<file path="src/rtl/uart_pkg.sv">
/*
  shared constants and the character parity function of the serial port.
  assumes registers are one aligned 32-bit word each on an ahb-lite bus.
*/
package uart_pkg;
  // register byte offsets (low address byte only)
  localparam logic [7:0] OFS_CTRL = 8'h00;
  localparam logic [7:0] OFS_DIV = 8'h04;
  localparam logic [7:0] OFS_TXDATA = 8'h08;
  localparam logic [7:0] OFS_RXDATA = 8'h0C;
  localparam logic [7:0] OFS_STATUS = 8'h10;
  localparam logic [7:0] OFS_INT_STAT = 8'h14;
  localparam logic [7:0] OFS_INT_MASK = 8'h18;
  // control register fields
  localparam int CTRL_TX_EN = 0;
  localparam int CTRL_RX_EN = 1;
  localparam int CTRL_BITS_LO = 2;
  localparam int CTRL_TWO_STOP = 4;
  localparam int CTRL_PAR_LO = 5;
  localparam int CTRL_PAR_SEL = 7;
  localparam int CTRL_FLOW_EN = 8;
  localparam int CTRL_BREAK = 9;
  localparam int CTRL_CLK_SEL = 10;
  localparam int CTRL_DMA_FULL = 11;
  localparam int CTRL_W = 12;
  localparam logic [11:0] CTRL_RST = 12'h00F;
  localparam logic [15:0] DIV_RST = 16'h0001;
  // parity modes, two bits at CTRL_PAR_LO
  localparam logic [1:0] PAR_NONE = 2'h0;
  localparam logic [1:0] PAR_NORMAL = 2'h1;
  localparam logic [1:0] PAR_FORCED = 2'h2;
  localparam logic [1:0] PAR_MULTIDROP = 2'h3;
  // data word fields of tx and rx data registers
  localparam int DATA_ADDR_MARK = 8;
  localparam int RX_PAR_ERR = 9;
  localparam int RX_FRM_ERR = 10;
  localparam int RX_BREAK = 11;
  localparam int RX_ENTRY_W = 12;
  // interrupt status bits
  localparam int EV_RX_READY = 0;
  localparam int EV_TX_EMPTY = 1;
  localparam int EV_OVERRUN = 2;
  localparam int EV_PAR_ERR = 3;
  localparam int EV_FRM_ERR = 4;
  localparam int EV_BREAK = 5;
  localparam int EV_W = 6;
  // sizes and clocking
  localparam int RX_DEPTH = 3;
  localparam logic [4:0] PREDIV_LAST = 5'h1F; // system clock divided by 32
  localparam real CLK_PERIOD_NS = 5.0;

  // even parity over the 5..8 active data bits
  function automatic logic char_parity(input logic [7:0] d, input logic [1:0] bits);
    logic [7:0] m;
    m = ~(8'hE0 << bits);
    return ^(d & m);
  endfunction
endpackage

</file>
<file path="src/rtl/uart_rx_deser.sv">
/*
  receive shift register: finds the start edge and samples mid-bit.
  assumes i_tick is one-cycle source clock pulses and i_div is at least 1.
*/
`timescale 1ns/10ps
module uart_rx_deser (
  input wire logic i_mclk,
  input wire logic i_rstn,
  input wire logic i_en,
  input wire logic i_tick,
  input wire logic [15:0] i_div,
  input wire logic [1:0] i_bits,
  input wire logic i_par_on,
  input wire logic i_rxd,
  output logic o_done,
  output logic [7:0] o_data,
  output logic o_par_bit,
  output logic o_stop_ok
);
  typedef enum logic [2:0] {RX_IDLE, RX_START, RX_DATA, RX_PAR, RX_STOP, RX_HOLD} rx_state_e;
  rx_state_e state_reg;
  logic [15:0] cnt_reg;
  logic [2:0] idx_reg;
  wire sample = i_tick && (cnt_reg == 16'h0000);
  wire [2:0] last_idx = 3'(3'h4 + {1'b0, i_bits});

  // sampling sequencer, start bit checked at its middle
  always_ff @(posedge i_mclk) begin
    if (!i_rstn) begin
      state_reg <= RX_IDLE;
      cnt_reg <= 16'h0000;
      idx_reg <= 3'h0;
      o_done <= 1'b0;
      o_data <= 8'h00;
      o_par_bit <= 1'b0;
      o_stop_ok <= 1'b0;
    end else begin
      o_done <= 1'b0;
      if (i_tick && cnt_reg != 16'h0000) begin
        cnt_reg <= cnt_reg - 16'h0001;
      end
      unique case (state_reg)
        RX_IDLE: if (i_en && i_tick && !i_rxd) begin
          cnt_reg <= i_div >> 1;
          o_data <= 8'h00;
          o_par_bit <= 1'b0;
          idx_reg <= 3'h0;
          state_reg <= RX_START;
        end
        RX_START: if (sample) begin
          cnt_reg <= i_div - 16'h0001;
          state_reg <= i_rxd ? RX_IDLE : RX_DATA; // glitch rejected
        end
        RX_DATA: if (sample) begin
          cnt_reg <= i_div - 16'h0001;
          o_data[idx_reg] <= i_rxd;
          idx_reg <= idx_reg + 3'h1;
          if (idx_reg == last_idx) begin
            state_reg <= i_par_on ? RX_PAR : RX_STOP;
          end
        end
        RX_PAR: if (sample) begin
          cnt_reg <= i_div - 16'h0001;
          o_par_bit <= i_rxd;
          state_reg <= RX_STOP;
        end
        RX_STOP: if (sample) begin
          o_stop_ok <= i_rxd;
          o_done <= 1'b1;
          state_reg <= i_rxd ? RX_IDLE : RX_HOLD;
        end
        RX_HOLD: if (i_rxd) begin
          state_reg <= RX_IDLE; // wait out a break before rearming
        end
        default: state_reg <= RX_IDLE;
      endcase
    end
  end
endmodule

</file>
<file path="src/rtl/uart_top.sv">
/*
  asynchronous serial port with rts/cts flow control, ahb-lite registers,
  a three-deep receive queue, one transmit holding register and dma requests.
  assumes a single ahb-lite master, single word transfers, inputs synchronous.
*/
`timescale 1ns/10ps
// Contract
// - baud source is system clock divided by 32 or the timer clock input.
// - bit rate is the source clock divided by a 16-bit divisor.
// - rts out and cts in let each side hold off the other sender.
// - data bits per character are five, six, seven or eight.
// - stop bits per transmitted character are selectable by software.
// - parity off, even, odd, or forced to a software value.
// - break is sent for as long as software holds it.
// - received break is detected and reported in the receive data word and interrupt status.
// - framing, parity and overrun errors are flagged.
// - receive path is a shift register plus three queued holding registers.
// - transmit path is a shift register plus one holding register.
// - multidrop mode uses the parity position as address or data mark.
// - dma requests on receive full or not empty, and transmit empty.
module uart_top (
  input wire logic i_mclk,
  input wire logic i_rstn,
  input wire logic i_hsel,
  input wire logic [31:0] i_haddr,
  input wire logic [1:0] i_htrans,
  input wire logic i_hwrite,
  input wire logic [2:0] i_hsize,
  input wire logic [31:0] i_hwdata,
  input wire logic i_hready,
  output logic [31:0] o_hrdata,
  output logic o_hreadyout,
  output logic o_hresp,
  input wire logic i_rxd,
  output logic o_txd,
  input wire logic i_clear_to_send_in,
  output logic o_request_to_send_out,
  input wire logic i_timer_clock_input,
  output logic o_irq,
  output logic o_dma_rx_req,
  output logic o_dma_tx_req
);
  // registers
  logic [uart_pkg::CTRL_W-1:0] ctrl_reg;
  logic [15:0] div_reg;
  logic [uart_pkg::EV_W-1:0] int_stat_reg;
  logic [uart_pkg::EV_W-1:0] int_stat_next;
  logic [uart_pkg::EV_W-1:0] int_mask_reg;
  logic [8:0] tx_hold_reg;
  logic tx_full_reg;
  logic [uart_pkg::RX_ENTRY_W-1:0] rx_q_reg [uart_pkg::RX_DEPTH];
  logic [1:0] rx_cnt_reg;
  logic [4:0] prediv_reg;
  logic tmr_prev_reg;
  // bus data phase
  logic wr_pend_reg;
  logic [7:0] wr_addr_reg;

  // control field views
  wire tx_en = ctrl_reg[uart_pkg::CTRL_TX_EN];
  wire rx_en = ctrl_reg[uart_pkg::CTRL_RX_EN];
  wire [1:0] bits = ctrl_reg[uart_pkg::CTRL_BITS_LO +: 2];
  wire two_stop = ctrl_reg[uart_pkg::CTRL_TWO_STOP];
  wire [1:0] par_mode = ctrl_reg[uart_pkg::CTRL_PAR_LO +: 2];
  wire par_sel = ctrl_reg[uart_pkg::CTRL_PAR_SEL];
  wire flow_en = ctrl_reg[uart_pkg::CTRL_FLOW_EN];
  wire brk_en = ctrl_reg[uart_pkg::CTRL_BREAK];
  wire clk_sel = ctrl_reg[uart_pkg::CTRL_CLK_SEL];
  wire dma_full = ctrl_reg[uart_pkg::CTRL_DMA_FULL];
  wire par_on = (par_mode != uart_pkg::PAR_NONE);
  wire [15:0] div_eff = (div_reg == 16'h0000) ? 16'h0001 : div_reg;

  // address phase decode
  wire addr_ok = i_hsel && i_htrans[1] && i_hready;
  wire rd_acc = addr_ok && !i_hwrite;
  wire wr_acc = wr_pend_reg && i_hready;
  wire [7:0] ra = i_haddr[7:0];
  wire wr_ctrl = wr_acc && (wr_addr_reg == uart_pkg::OFS_CTRL);
  wire wr_div = wr_acc && (wr_addr_reg == uart_pkg::OFS_DIV);
  wire wr_tx = wr_acc && (wr_addr_reg == uart_pkg::OFS_TXDATA);
  wire wr_istat = wr_acc && (wr_addr_reg == uart_pkg::OFS_INT_STAT);
  wire wr_imask = wr_acc && (wr_addr_reg == uart_pkg::OFS_INT_MASK);
  wire rd_rx = rd_acc && (ra == uart_pkg::OFS_RXDATA);

  // baud source: prescaler by 32 or a timer input rising edge
  wire tmr_edge = i_timer_clock_input && !tmr_prev_reg;
  wire pre_tick = (prediv_reg == uart_pkg::PREDIV_LAST);
  wire src_tick = clk_sel ? tmr_edge : pre_tick;

  always_ff @(posedge i_mclk) begin
    if (!i_rstn) begin
      prediv_reg <= 5'h00;
      tmr_prev_reg <= 1'b0;
    end else begin
      prediv_reg <= prediv_reg + 5'h01;
      tmr_prev_reg <= i_timer_clock_input;
    end
  end

  // transmit side: holding register feeds the shifter
  logic tx_busy;
  logic tx_line;
  wire tx_par_norm = uart_pkg::char_parity(tx_hold_reg[7:0], bits) ^ par_sel;
  wire tx_mark = tx_hold_reg[uart_pkg::DATA_ADDR_MARK];
  wire tx_par_val = (par_mode == uart_pkg::PAR_MULTIDROP) ? tx_mark :
                    (par_mode == uart_pkg::PAR_FORCED) ? par_sel : tx_par_norm;
  wire cts_ok = !flow_en || i_clear_to_send_in;
  wire tx_load = tx_en && tx_full_reg && !tx_busy && !brk_en && cts_ok;

  uart_tx_ser u_tx (
    .i_mclk(i_mclk),
    .i_rstn(i_rstn),
    .i_tick(src_tick),
    .i_div(div_eff),
    .i_bits(bits),
    .i_par_on(par_on),
    .i_par_val(tx_par_val),
    .i_two_stop(two_stop),
    .i_break(brk_en),
    .i_load(tx_load),
    .i_data(tx_hold_reg[7:0]),
    .o_busy(tx_busy),
    .o_txd(tx_line)
  );
  assign o_txd = tx_line;

  // holding register fill and drain; a write while full is dropped
  always_ff @(posedge i_mclk) begin
    if (!i_rstn) begin
      tx_hold_reg <= 9'h000;
      tx_full_reg <= 1'b0;
    end else if (wr_tx && !tx_full_reg) begin
      tx_hold_reg <= i_hwdata[8:0];
      tx_full_reg <= 1'b1;
    end else if (tx_load) begin
      tx_full_reg <= 1'b0;
    end
  end

  // receive side
  logic rx_done;
  logic [7:0] rx_data;
  logic rx_par_bit;
  logic rx_stop_ok;

  uart_rx_deser u_rx (
    .i_mclk(i_mclk),
    .i_rstn(i_rstn),
    .i_en(rx_en),
    .i_tick(src_tick),
    .i_div(div_eff),
    .i_bits(bits),
    .i_par_on(par_on),
    .i_rxd(i_rxd),
    .o_done(rx_done),
    .o_data(rx_data),
    .o_par_bit(rx_par_bit),
    .o_stop_ok(rx_stop_ok)
  );

  // error and mark decode of a finished character
  wire rx_exp_par = (par_mode == uart_pkg::PAR_FORCED) ? par_sel :
                    uart_pkg::char_parity(rx_data, bits) ^ par_sel;
  wire rx_brk = (rx_data == 8'h00) && !rx_par_bit && !rx_stop_ok;
  wire rx_ferr = !rx_stop_ok && !rx_brk;
  wire rx_perr = par_on && (par_mode != uart_pkg::PAR_MULTIDROP) &&
                 (rx_par_bit != rx_exp_par) && !rx_brk;
  wire rx_mark = (par_mode == uart_pkg::PAR_MULTIDROP) && rx_par_bit;
  wire [uart_pkg::RX_ENTRY_W-1:0] rx_entry = {rx_brk, rx_ferr, rx_perr, rx_mark, rx_data};

  // queue control: pop on read of the data register, push on a character
  wire rx_pop = rd_rx && (rx_cnt_reg != 2'h0);
  wire rx_full = (rx_cnt_reg == 2'(uart_pkg::RX_DEPTH));
  wire rx_push = rx_done && (!rx_full || rx_pop);
  wire rx_ovr = rx_done && rx_full && !rx_pop;
  wire [1:0] wr_slot = 2'(rx_cnt_reg - {1'b0, rx_pop});

  // three holding registers as a shifting queue, head at slot 0
  genvar g;
  generate
    for (g = 0; g < uart_pkg::RX_DEPTH; g++) begin : g_rxq
      always_ff @(posedge i_mclk) begin
        if (!i_rstn) begin
          rx_q_reg[g] <= '0;
        end else if (rx_push && wr_slot == 2'(g)) begin
          rx_q_reg[g] <= rx_entry;
        end else if (rx_pop) begin
          rx_q_reg[g] <= (g + 1 < uart_pkg::RX_DEPTH) ?
                         rx_q_reg[(g + 1) % uart_pkg::RX_DEPTH] : '0;
        end
      end
    end
  endgenerate

  always_ff @(posedge i_mclk) begin
    if (!i_rstn) begin
      rx_cnt_reg <= 2'h0;
    end else begin
      rx_cnt_reg <= 2'(rx_cnt_reg + {1'b0, rx_push} - {1'b0, rx_pop});
    end
  end

  // rts drops with two queued so a character in flight still fits
  assign o_request_to_send_out = !flow_en || (rx_cnt_reg < 2'h2);

  // dma requests
  assign o_dma_rx_req = dma_full ? rx_full : (rx_cnt_reg != 2'h0);
  assign o_dma_tx_req = tx_en && !tx_full_reg;

  // sticky events, a new event wins over a write-one clear
  wire [uart_pkg::EV_W-1:0] ev_set = {
    rx_done && rx_brk,
    rx_done && rx_ferr,
    rx_done && rx_perr,
    rx_ovr,
    tx_load,
    rx_push
  };
  wire [uart_pkg::EV_W-1:0] ev_clr = wr_istat ? i_hwdata[uart_pkg::EV_W-1:0] : '0;
  assign int_stat_next = (int_stat_reg & ~ev_clr) | ev_set;
  assign o_irq = |(int_stat_reg & int_mask_reg);

  // software registers
  always_ff @(posedge i_mclk) begin
    if (!i_rstn) begin
      ctrl_reg <= uart_pkg::CTRL_RST;
      div_reg <= uart_pkg::DIV_RST;
      int_mask_reg <= '0;
      int_stat_reg <= '0;
    end else begin
      int_stat_reg <= int_stat_next;
      if (wr_ctrl) begin
        ctrl_reg <= i_hwdata[uart_pkg::CTRL_W-1:0];
      end
      if (wr_div) begin
        div_reg <= i_hwdata[15:0];
      end
      if (wr_imask) begin
        int_mask_reg <= i_hwdata[uart_pkg::EV_W-1:0];
      end
    end
  end

  // status word
  wire [31:0] status_word = {24'h000000, o_request_to_send_out, i_clear_to_send_in,
                             rx_cnt_reg, rx_full, (rx_cnt_reg != 2'h0),
                             !tx_busy && !tx_full_reg, !tx_full_reg};

  // read mux
  wire [31:0] rd_mux =
    (ra == uart_pkg::OFS_CTRL) ? {20'h00000, ctrl_reg} :
    (ra == uart_pkg::OFS_DIV) ? {16'h0000, div_reg} :
    (ra == uart_pkg::OFS_RXDATA) ? {20'h00000, rx_q_reg[0]} :
    (ra == uart_pkg::OFS_STATUS) ? status_word :
    (ra == uart_pkg::OFS_INT_STAT) ? {26'h0000000, int_stat_reg} :
    (ra == uart_pkg::OFS_INT_MASK) ? {26'h0000000, int_mask_reg} : 32'h00000000;

  // bus slave: zero wait states, read data registered into the data phase
  always_ff @(posedge i_mclk) begin
    if (!i_rstn) begin
      wr_pend_reg <= 1'b0;
      wr_addr_reg <= 8'h00;
      o_hrdata <= 32'h00000000;
    end else if (i_hready) begin
      wr_pend_reg <= addr_ok && i_hwrite;
      wr_addr_reg <= ra;
      if (rd_acc) begin
        o_hrdata <= rd_mux;
      end
    end
  end

  assign o_hreadyout = 1'b1;
  assign o_hresp = 1'b0;
endmodule

</file>
<file path="src/rtl/uart_tx_ser.sv">
/*
  transmit shift register: start, lsb-first data, optional parity, stops.
  assumes i_tick is one-cycle source clock pulses and i_div is at least 1.
*/
`timescale 1ns/10ps
module uart_tx_ser (
  input wire logic i_mclk,
  input wire logic i_rstn,
  input wire logic i_tick,
  input wire logic [15:0] i_div,
  input wire logic [1:0] i_bits,
  input wire logic i_par_on,
  input wire logic i_par_val,
  input wire logic i_two_stop,
  input wire logic i_break,
  input wire logic i_load,
  input wire logic [7:0] i_data,
  output logic o_busy,
  output logic o_txd
);
  typedef enum logic [2:0] {TX_IDLE, TX_START, TX_DATA, TX_PAR, TX_STOP} tx_state_e;
  tx_state_e state_reg;
  logic [15:0] cnt_reg;
  logic [7:0] sh_reg;
  logic [2:0] idx_reg;
  logic par_reg;
  logic stop2_reg;
  logic line_reg;
  wire bit_end = i_tick && (cnt_reg == 16'h0000);
  wire [2:0] last_idx = 3'(3'h4 + {1'b0, i_bits});

  assign o_busy = (state_reg != TX_IDLE);
  assign o_txd = line_reg & ~i_break; // forced low for as long as break is set

  // bit sequencer, one bit lasts i_div source ticks
  always_ff @(posedge i_mclk) begin
    if (!i_rstn) begin
      state_reg <= TX_IDLE;
      cnt_reg <= 16'h0000;
      sh_reg <= 8'h00;
      idx_reg <= 3'h0;
      par_reg <= 1'b0;
      stop2_reg <= 1'b0;
      line_reg <= 1'b1;
    end else begin
      if (i_tick && cnt_reg != 16'h0000) begin
        cnt_reg <= cnt_reg - 16'h0001;
      end
      unique case (state_reg)
        TX_IDLE: begin
          line_reg <= 1'b1; // idle high
          if (i_load) begin
            sh_reg <= i_data;
            par_reg <= i_par_val;
            stop2_reg <= i_two_stop;
            idx_reg <= 3'h0;
            cnt_reg <= i_div - 16'h0001;
            line_reg <= 1'b0; // start bit low
            state_reg <= TX_START;
          end
        end
        TX_START: if (bit_end) begin
          cnt_reg <= i_div - 16'h0001;
          line_reg <= sh_reg[0]; // lsb first
          state_reg <= TX_DATA;
        end
        TX_DATA: if (bit_end) begin
          cnt_reg <= i_div - 16'h0001;
          if (idx_reg == last_idx) begin
            line_reg <= i_par_on ? par_reg : 1'b1;
            state_reg <= i_par_on ? TX_PAR : TX_STOP;
          end else begin
            idx_reg <= idx_reg + 3'h1;
            line_reg <= sh_reg[3'(idx_reg + 3'h1)];
          end
        end
        TX_PAR: if (bit_end) begin
          cnt_reg <= i_div - 16'h0001;
          line_reg <= 1'b1;
          state_reg <= TX_STOP;
        end
        TX_STOP: if (bit_end) begin
          cnt_reg <= i_div - 16'h0001;
          if (stop2_reg) begin
            stop2_reg <= 1'b0; // second stop bit
          end else begin
            state_reg <= TX_IDLE;
          end
        end
        default: state_reg <= TX_IDLE;
      endcase
    end
  end
endmodule

</file>
<file path="config.mk">
export PLATFORM = sky130hd
export DESIGN_NAME = uart_top
export DESIGN_NICKNAME = d
export VERILOG_FILES = /design/src/rtl/uart_pkg.sv /design/src/rtl/uart_rx_deser.sv /design/src/rtl/uart_top.sv /design/src/rtl/uart_tx_ser.sv
export SDC_FILE = /design/constraint.sdc
export NUM_CORES = 1
export LEC_CHECK = 0
export BUFFER_PORTS_ARGS = -buffer_cell sky130_fd_sc_hd__buf_2
export CORE_MARGIN = 4
export CORE_UTILIZATION = 45
export CTS_CLUSTER_DIAMETER = 40
export DETAILED_ROUTE_END_ITERATION = 8
export GPL_TIMING_DRIVEN = 0
export HOLD_SLACK_MARGIN = 0.05
export SKIP_CTS_REPAIR_TIMING = 1
export SYNTH_ARGS = -nofsm -noshare
export SYNTH_HDL_FRONTEND = slang
export SYNTH_SLANG_ARGS = --single-unit
</file>
<file path="constraint.sdc">
create_clock -name i_mclk -period 5.1 [get_ports i_mclk]
set_input_delay 0.255 -clock i_mclk [delete_from_list [all_inputs] [get_ports i_mclk]]
set_output_delay 0.255 -clock i_mclk [all_outputs]
set_load 0.005 [all_outputs]
</file>
==> flow_metrics.env <==
export IMPL_crit_path_max_fanout=9
export IMPL_cpPeakStageDelay_ns=0.70
export IMPL_clk_latency_ns=0.43
export IMPL_outcome="completed"
export IMPL_r2r_start="prediv_reg[0]"
export IMPL_grt_pass1_wl_microns=45200
export IMPL_worstPathArrival_ns=3.96
export IMPL_hold_viol_final=0
export IMPL_relSlewSlack_pct=21.6
export IMPL_cts_path_max_buffers=2
export IMPL_fin_worst_skew_ns=0.00840
export IMPL_top_layer_used="met5"
export IMPL_overflow=0
export IMPL_ctsRootBufferMaster="clkbuf_16"
export IMPL_gp_congestion=0.900
export IMPL_hold_ws_ns=0.0410
export IMPL_first_iter_violations=758
export IMPL_wl_per_cell_microns=20.4
export IMPL_cts_sinks=185
export IMPL_ys_ff_latch=185
export IMPL_cp_required_ns=5.24
export IMPL_path_cells="buf_2 > or4_1 > buf_2 > nor4b_4 > nand2_1 > nor2_1 > ha_1 > xor2_1 > nand2_1 > o21ai_1 > buf_4"
export IMPL_synth_top_area_share_pct=31.2
export IMPL_worstReg2RegEnd="u_tx.cnt_reg[9]"
export IMPL_rows=53
export IMPL_synth_area_leader_cell="dfxtp_1"
export IMPL_tightest_slew_ns=1.17
export IMPL_synth_area_leaders="dfxtp_1 31%, edfxtp_1 11%, mux2i_1 7.7%, nor2_1 5.3%, nand2_1 3.1%"
export IMPL_synth_async_reset_ratio_pct=0
export IMPL_r2r_cells=13
export IMPL_cp_slowest_cell="nor4b_4"
export IMPL_maxSlewViolCount=0
export IMPL_antenna_left=0
export IMPL_viasPerCell=5.79
export IMPL_cts_tree="done"
export IMPL_final_layout_size_suffix_gt1_share_pct=12.8
export IMPL_dr_wl_met3_microns=2260
export IMPL_crit_end="rx_q_reg[2][3]"
export IMPL_yosysSeqAreaShare_pct=42.6
export IMPL_track_usage_pct=24.6
export IMPL_rsz0062_at_grt="no"
export IMPL_min_period_over_period_pct=74.8
export IMPL_pin_count=116
export IMPL_reg2reg_slack_ns=1.71
export IMPL_synth_cell_types=79
export IMPL_syn_area_per_cell_sq_um=9.09
export IMPL_power_leakage_nw=4.37
export IMPL_vdd_drop_max_uv=214
export IMPL_criticalPathCategory="in -> reg"
export IMPL_nets=1231
export IMPL_die_w_microns=154
export IMPL_layout_min_cycle_time_ns=3.81
export IMPL_finalWirelength_microns=29100
export IMPL_htree_levels=4
export IMPL_tns_ns=0
export IMPL_hold_path_class="in -> reg"
export IMPL_clock_fmax_ghz=0.262
export IMPL_grt_antenna_before_repair=2
export IMPL_fp_dieArea_sq_um=23600
export IMPL_antennaDiodeCount=0
export IMPL_largest_reg_flops=36
export IMPL_dr_pass1_iters=5
export IMPL_vias=8260
export IMPL_drc=0
export IMPL_crit_start="i_haddr[0]"
export IMPL_route_met2_wl_microns=13000
export IMPL_m1WireLength_microns=13200
export IMPL_cts_reportedPaths_clkPinSlew_ns=0.07
export IMPL_synth_edf_count=36
export IMPL_grt_max_degree=17
export IMPL_cap_violations=0
export IMPL_synthFlopType="dfxtp_1"
export IMPL_netlist_area_sq_um=9550
export IMPL_grt_pass1_vias=7684
export IMPL_critPathLaunchType="primary input"
export IMPL_place_hpwl_microns=21500
export IMPL_power_density_nw_per_um2=272
export IMPL_numCtsBuffers=17
export IMPL_syn2layout_area_growth_pct=12.9
export IMPL_yosysWarnings=0
export IMPL_start_util_pct=45.6
export IMPL_worstSetupEndpointType="register"
export IMPL_setup_viol=0
export IMPL_core_sq_um=21000
export IMPL_io_buffer_count=52
export IMPL_die_h_microns=154
export IMPL_postSynthCellCount=1050
export IMPL_hold_path_depth=2
## stage by stage
step | std cells | area [sq um] | worst slack [ns] | total power [W] | util [%]
6_report | 1427 | 10800 | 1.29 | 0.00293 | 51.4
5_1_grt | 1427 | 10800 | 1.05 | 0.00302 | 51.4
4_1_cts | 1427 | 10800 | 1.30 | 0.00294 | 51.4
3_5_place_dp | 1395 | 10200 | 0.864 | 0.00168 | 48.8
3_3_place_gp | 1393 | 10200 | 0.140 | 0.00168 | 48.7
2_1_floorplan | 1066 | 9610 | 1.27 | 0.00162 | -
## worst min-delay path by stage
stage / slack [ns] / from / to
5_1_grt: 0.05 / i_timer_clock_input / tmr_prev_reg
3_3_place_gp: 0.43 / prediv_reg[0] / prediv_reg[0]
2_1_floorplan: 0.38 / i_timer_clock_input / tmr_prev_reg
4_1_cts: 0.03 / i_timer_clock_input / tmr_prev_reg
6_report: 0.04 / i_timer_clock_input / tmr_prev_reg
3_5_place_dp: 0.44 / prediv_reg[0] / prediv_reg[0]
## cell families after synthesis
kind of cell	Yosys count	synth area share, %
AOI/OAI and AO/OA	221	16.5
other	2	0.0786
muxes	76	8.01
xor gates and xnor gates	51	4.68
adders and majority gates	15	1.97
buffers and inverters	101	5.10
DFF	185	42.6
and+or+nand+nor	399	21.1
## final cells by class
type,count,area (sq um)
clock inverter,14,120
fill,2007,10200
multi-input combinational,780,5060
sequential,185,4060
timing repair buffer,54,275
tap,275,344
buffer,83,419
clock buffer,18,429
inverter,18,67.6
## critical path, delay by kind of cell
| kind | cells | cell delay (ns) |
|---|---|---|
| AND/OR/NAND/NOR | 5 | 1.81 |
| XOR/XNOR | 1 | 0.61 |
| buffers and inverters | 3 | 0.54 |
| AO/OA/AOI/OAI | 1 | 0.50 |
| adder cells (fa/ha/maj) | 1 | 0.23 |
## report_power, final
group	switching [W]	internal [W]
clock network	0.000602	0.000677
logic	0.0000903	0.0000418
registers	0.0000105	0.00151
total	0.000703	0.00223
## placed cells by master, fill, tap and decap left out, types with 8 or more instances in the layout
cell type,instances
o211ai_1,9
or3_1,10
nand3b_1,9
inv_1,18
nand4_1,14
a22oi_1,16
nor3_1,27
a31oi_1,9
nor2b_1,14
a21oi_1,54
mux2i_1,73
and2_1,13
nand2_1,80
dfxtp_1,149
o21ai_0,24
a221oi_1,9
edfxtp_1,36
xnor2_1,24
xor2_1,27
ha_1,15
and3_1,8
a211oi_1,28
a22o_1,12
buf_4,22
nor4_1,12
conb_1,18
clkbuf_16,17
a22o_2,8
nand2b_1,9
nor2_1,136
buf_2,58
nand3_1,25
clkbuf_1,47
## layer usage
| layer | track usage [%] | vias to the layer above |
|---|---|---|
| met5 | 0 | - |
| met4 | 7.32 | 2 |
| met3 | 5.46 | 49 |
| met2 | 37.4 | 320 |
| met1 | 35.2 | 3936 |
| li1 | - | 3953 |
## synth_stat cells (7+ instances only)
| master | instances |
|---|---|
| dfxtp_1 | 149 |
| nor2_1 | 136 |
| nand2_1 | 80 |
| mux2i_1 | 73 |
| a21oi_1 | 54 |
| clkbuf_1 | 46 |
| edfxtp_1 | 36 |
| a211oi_1 | 28 |
| nor3_1 | 27 |
| xor2_1 | 27 |
| o21ai_0 | 26 |
| nand3_1 | 25 |
| xnor2_1 | 24 |
| buf_4 | 20 |
| inv_1 | 18 |
| a22oi_1 | 16 |
| ha_1 | 15 |
| nand4_1 | 14 |
| nor2b_1 | 14 |
| and2_1 | 13 |
| a22o_1 | 12 |
| nor4_1 | 12 |
| or3_1 | 10 |
| a221oi_1 | 9 |
| a31oi_1 | 9 |
| nand2b_1 | 9 |
| nand3b_1 | 9 |
| o211ai_1 | 9 |
| a22o_2 | 8 |
| and3_1 | 8 |
| or4_1 | 7 |
Note: power is estimated with default switching activity, not from simulation.
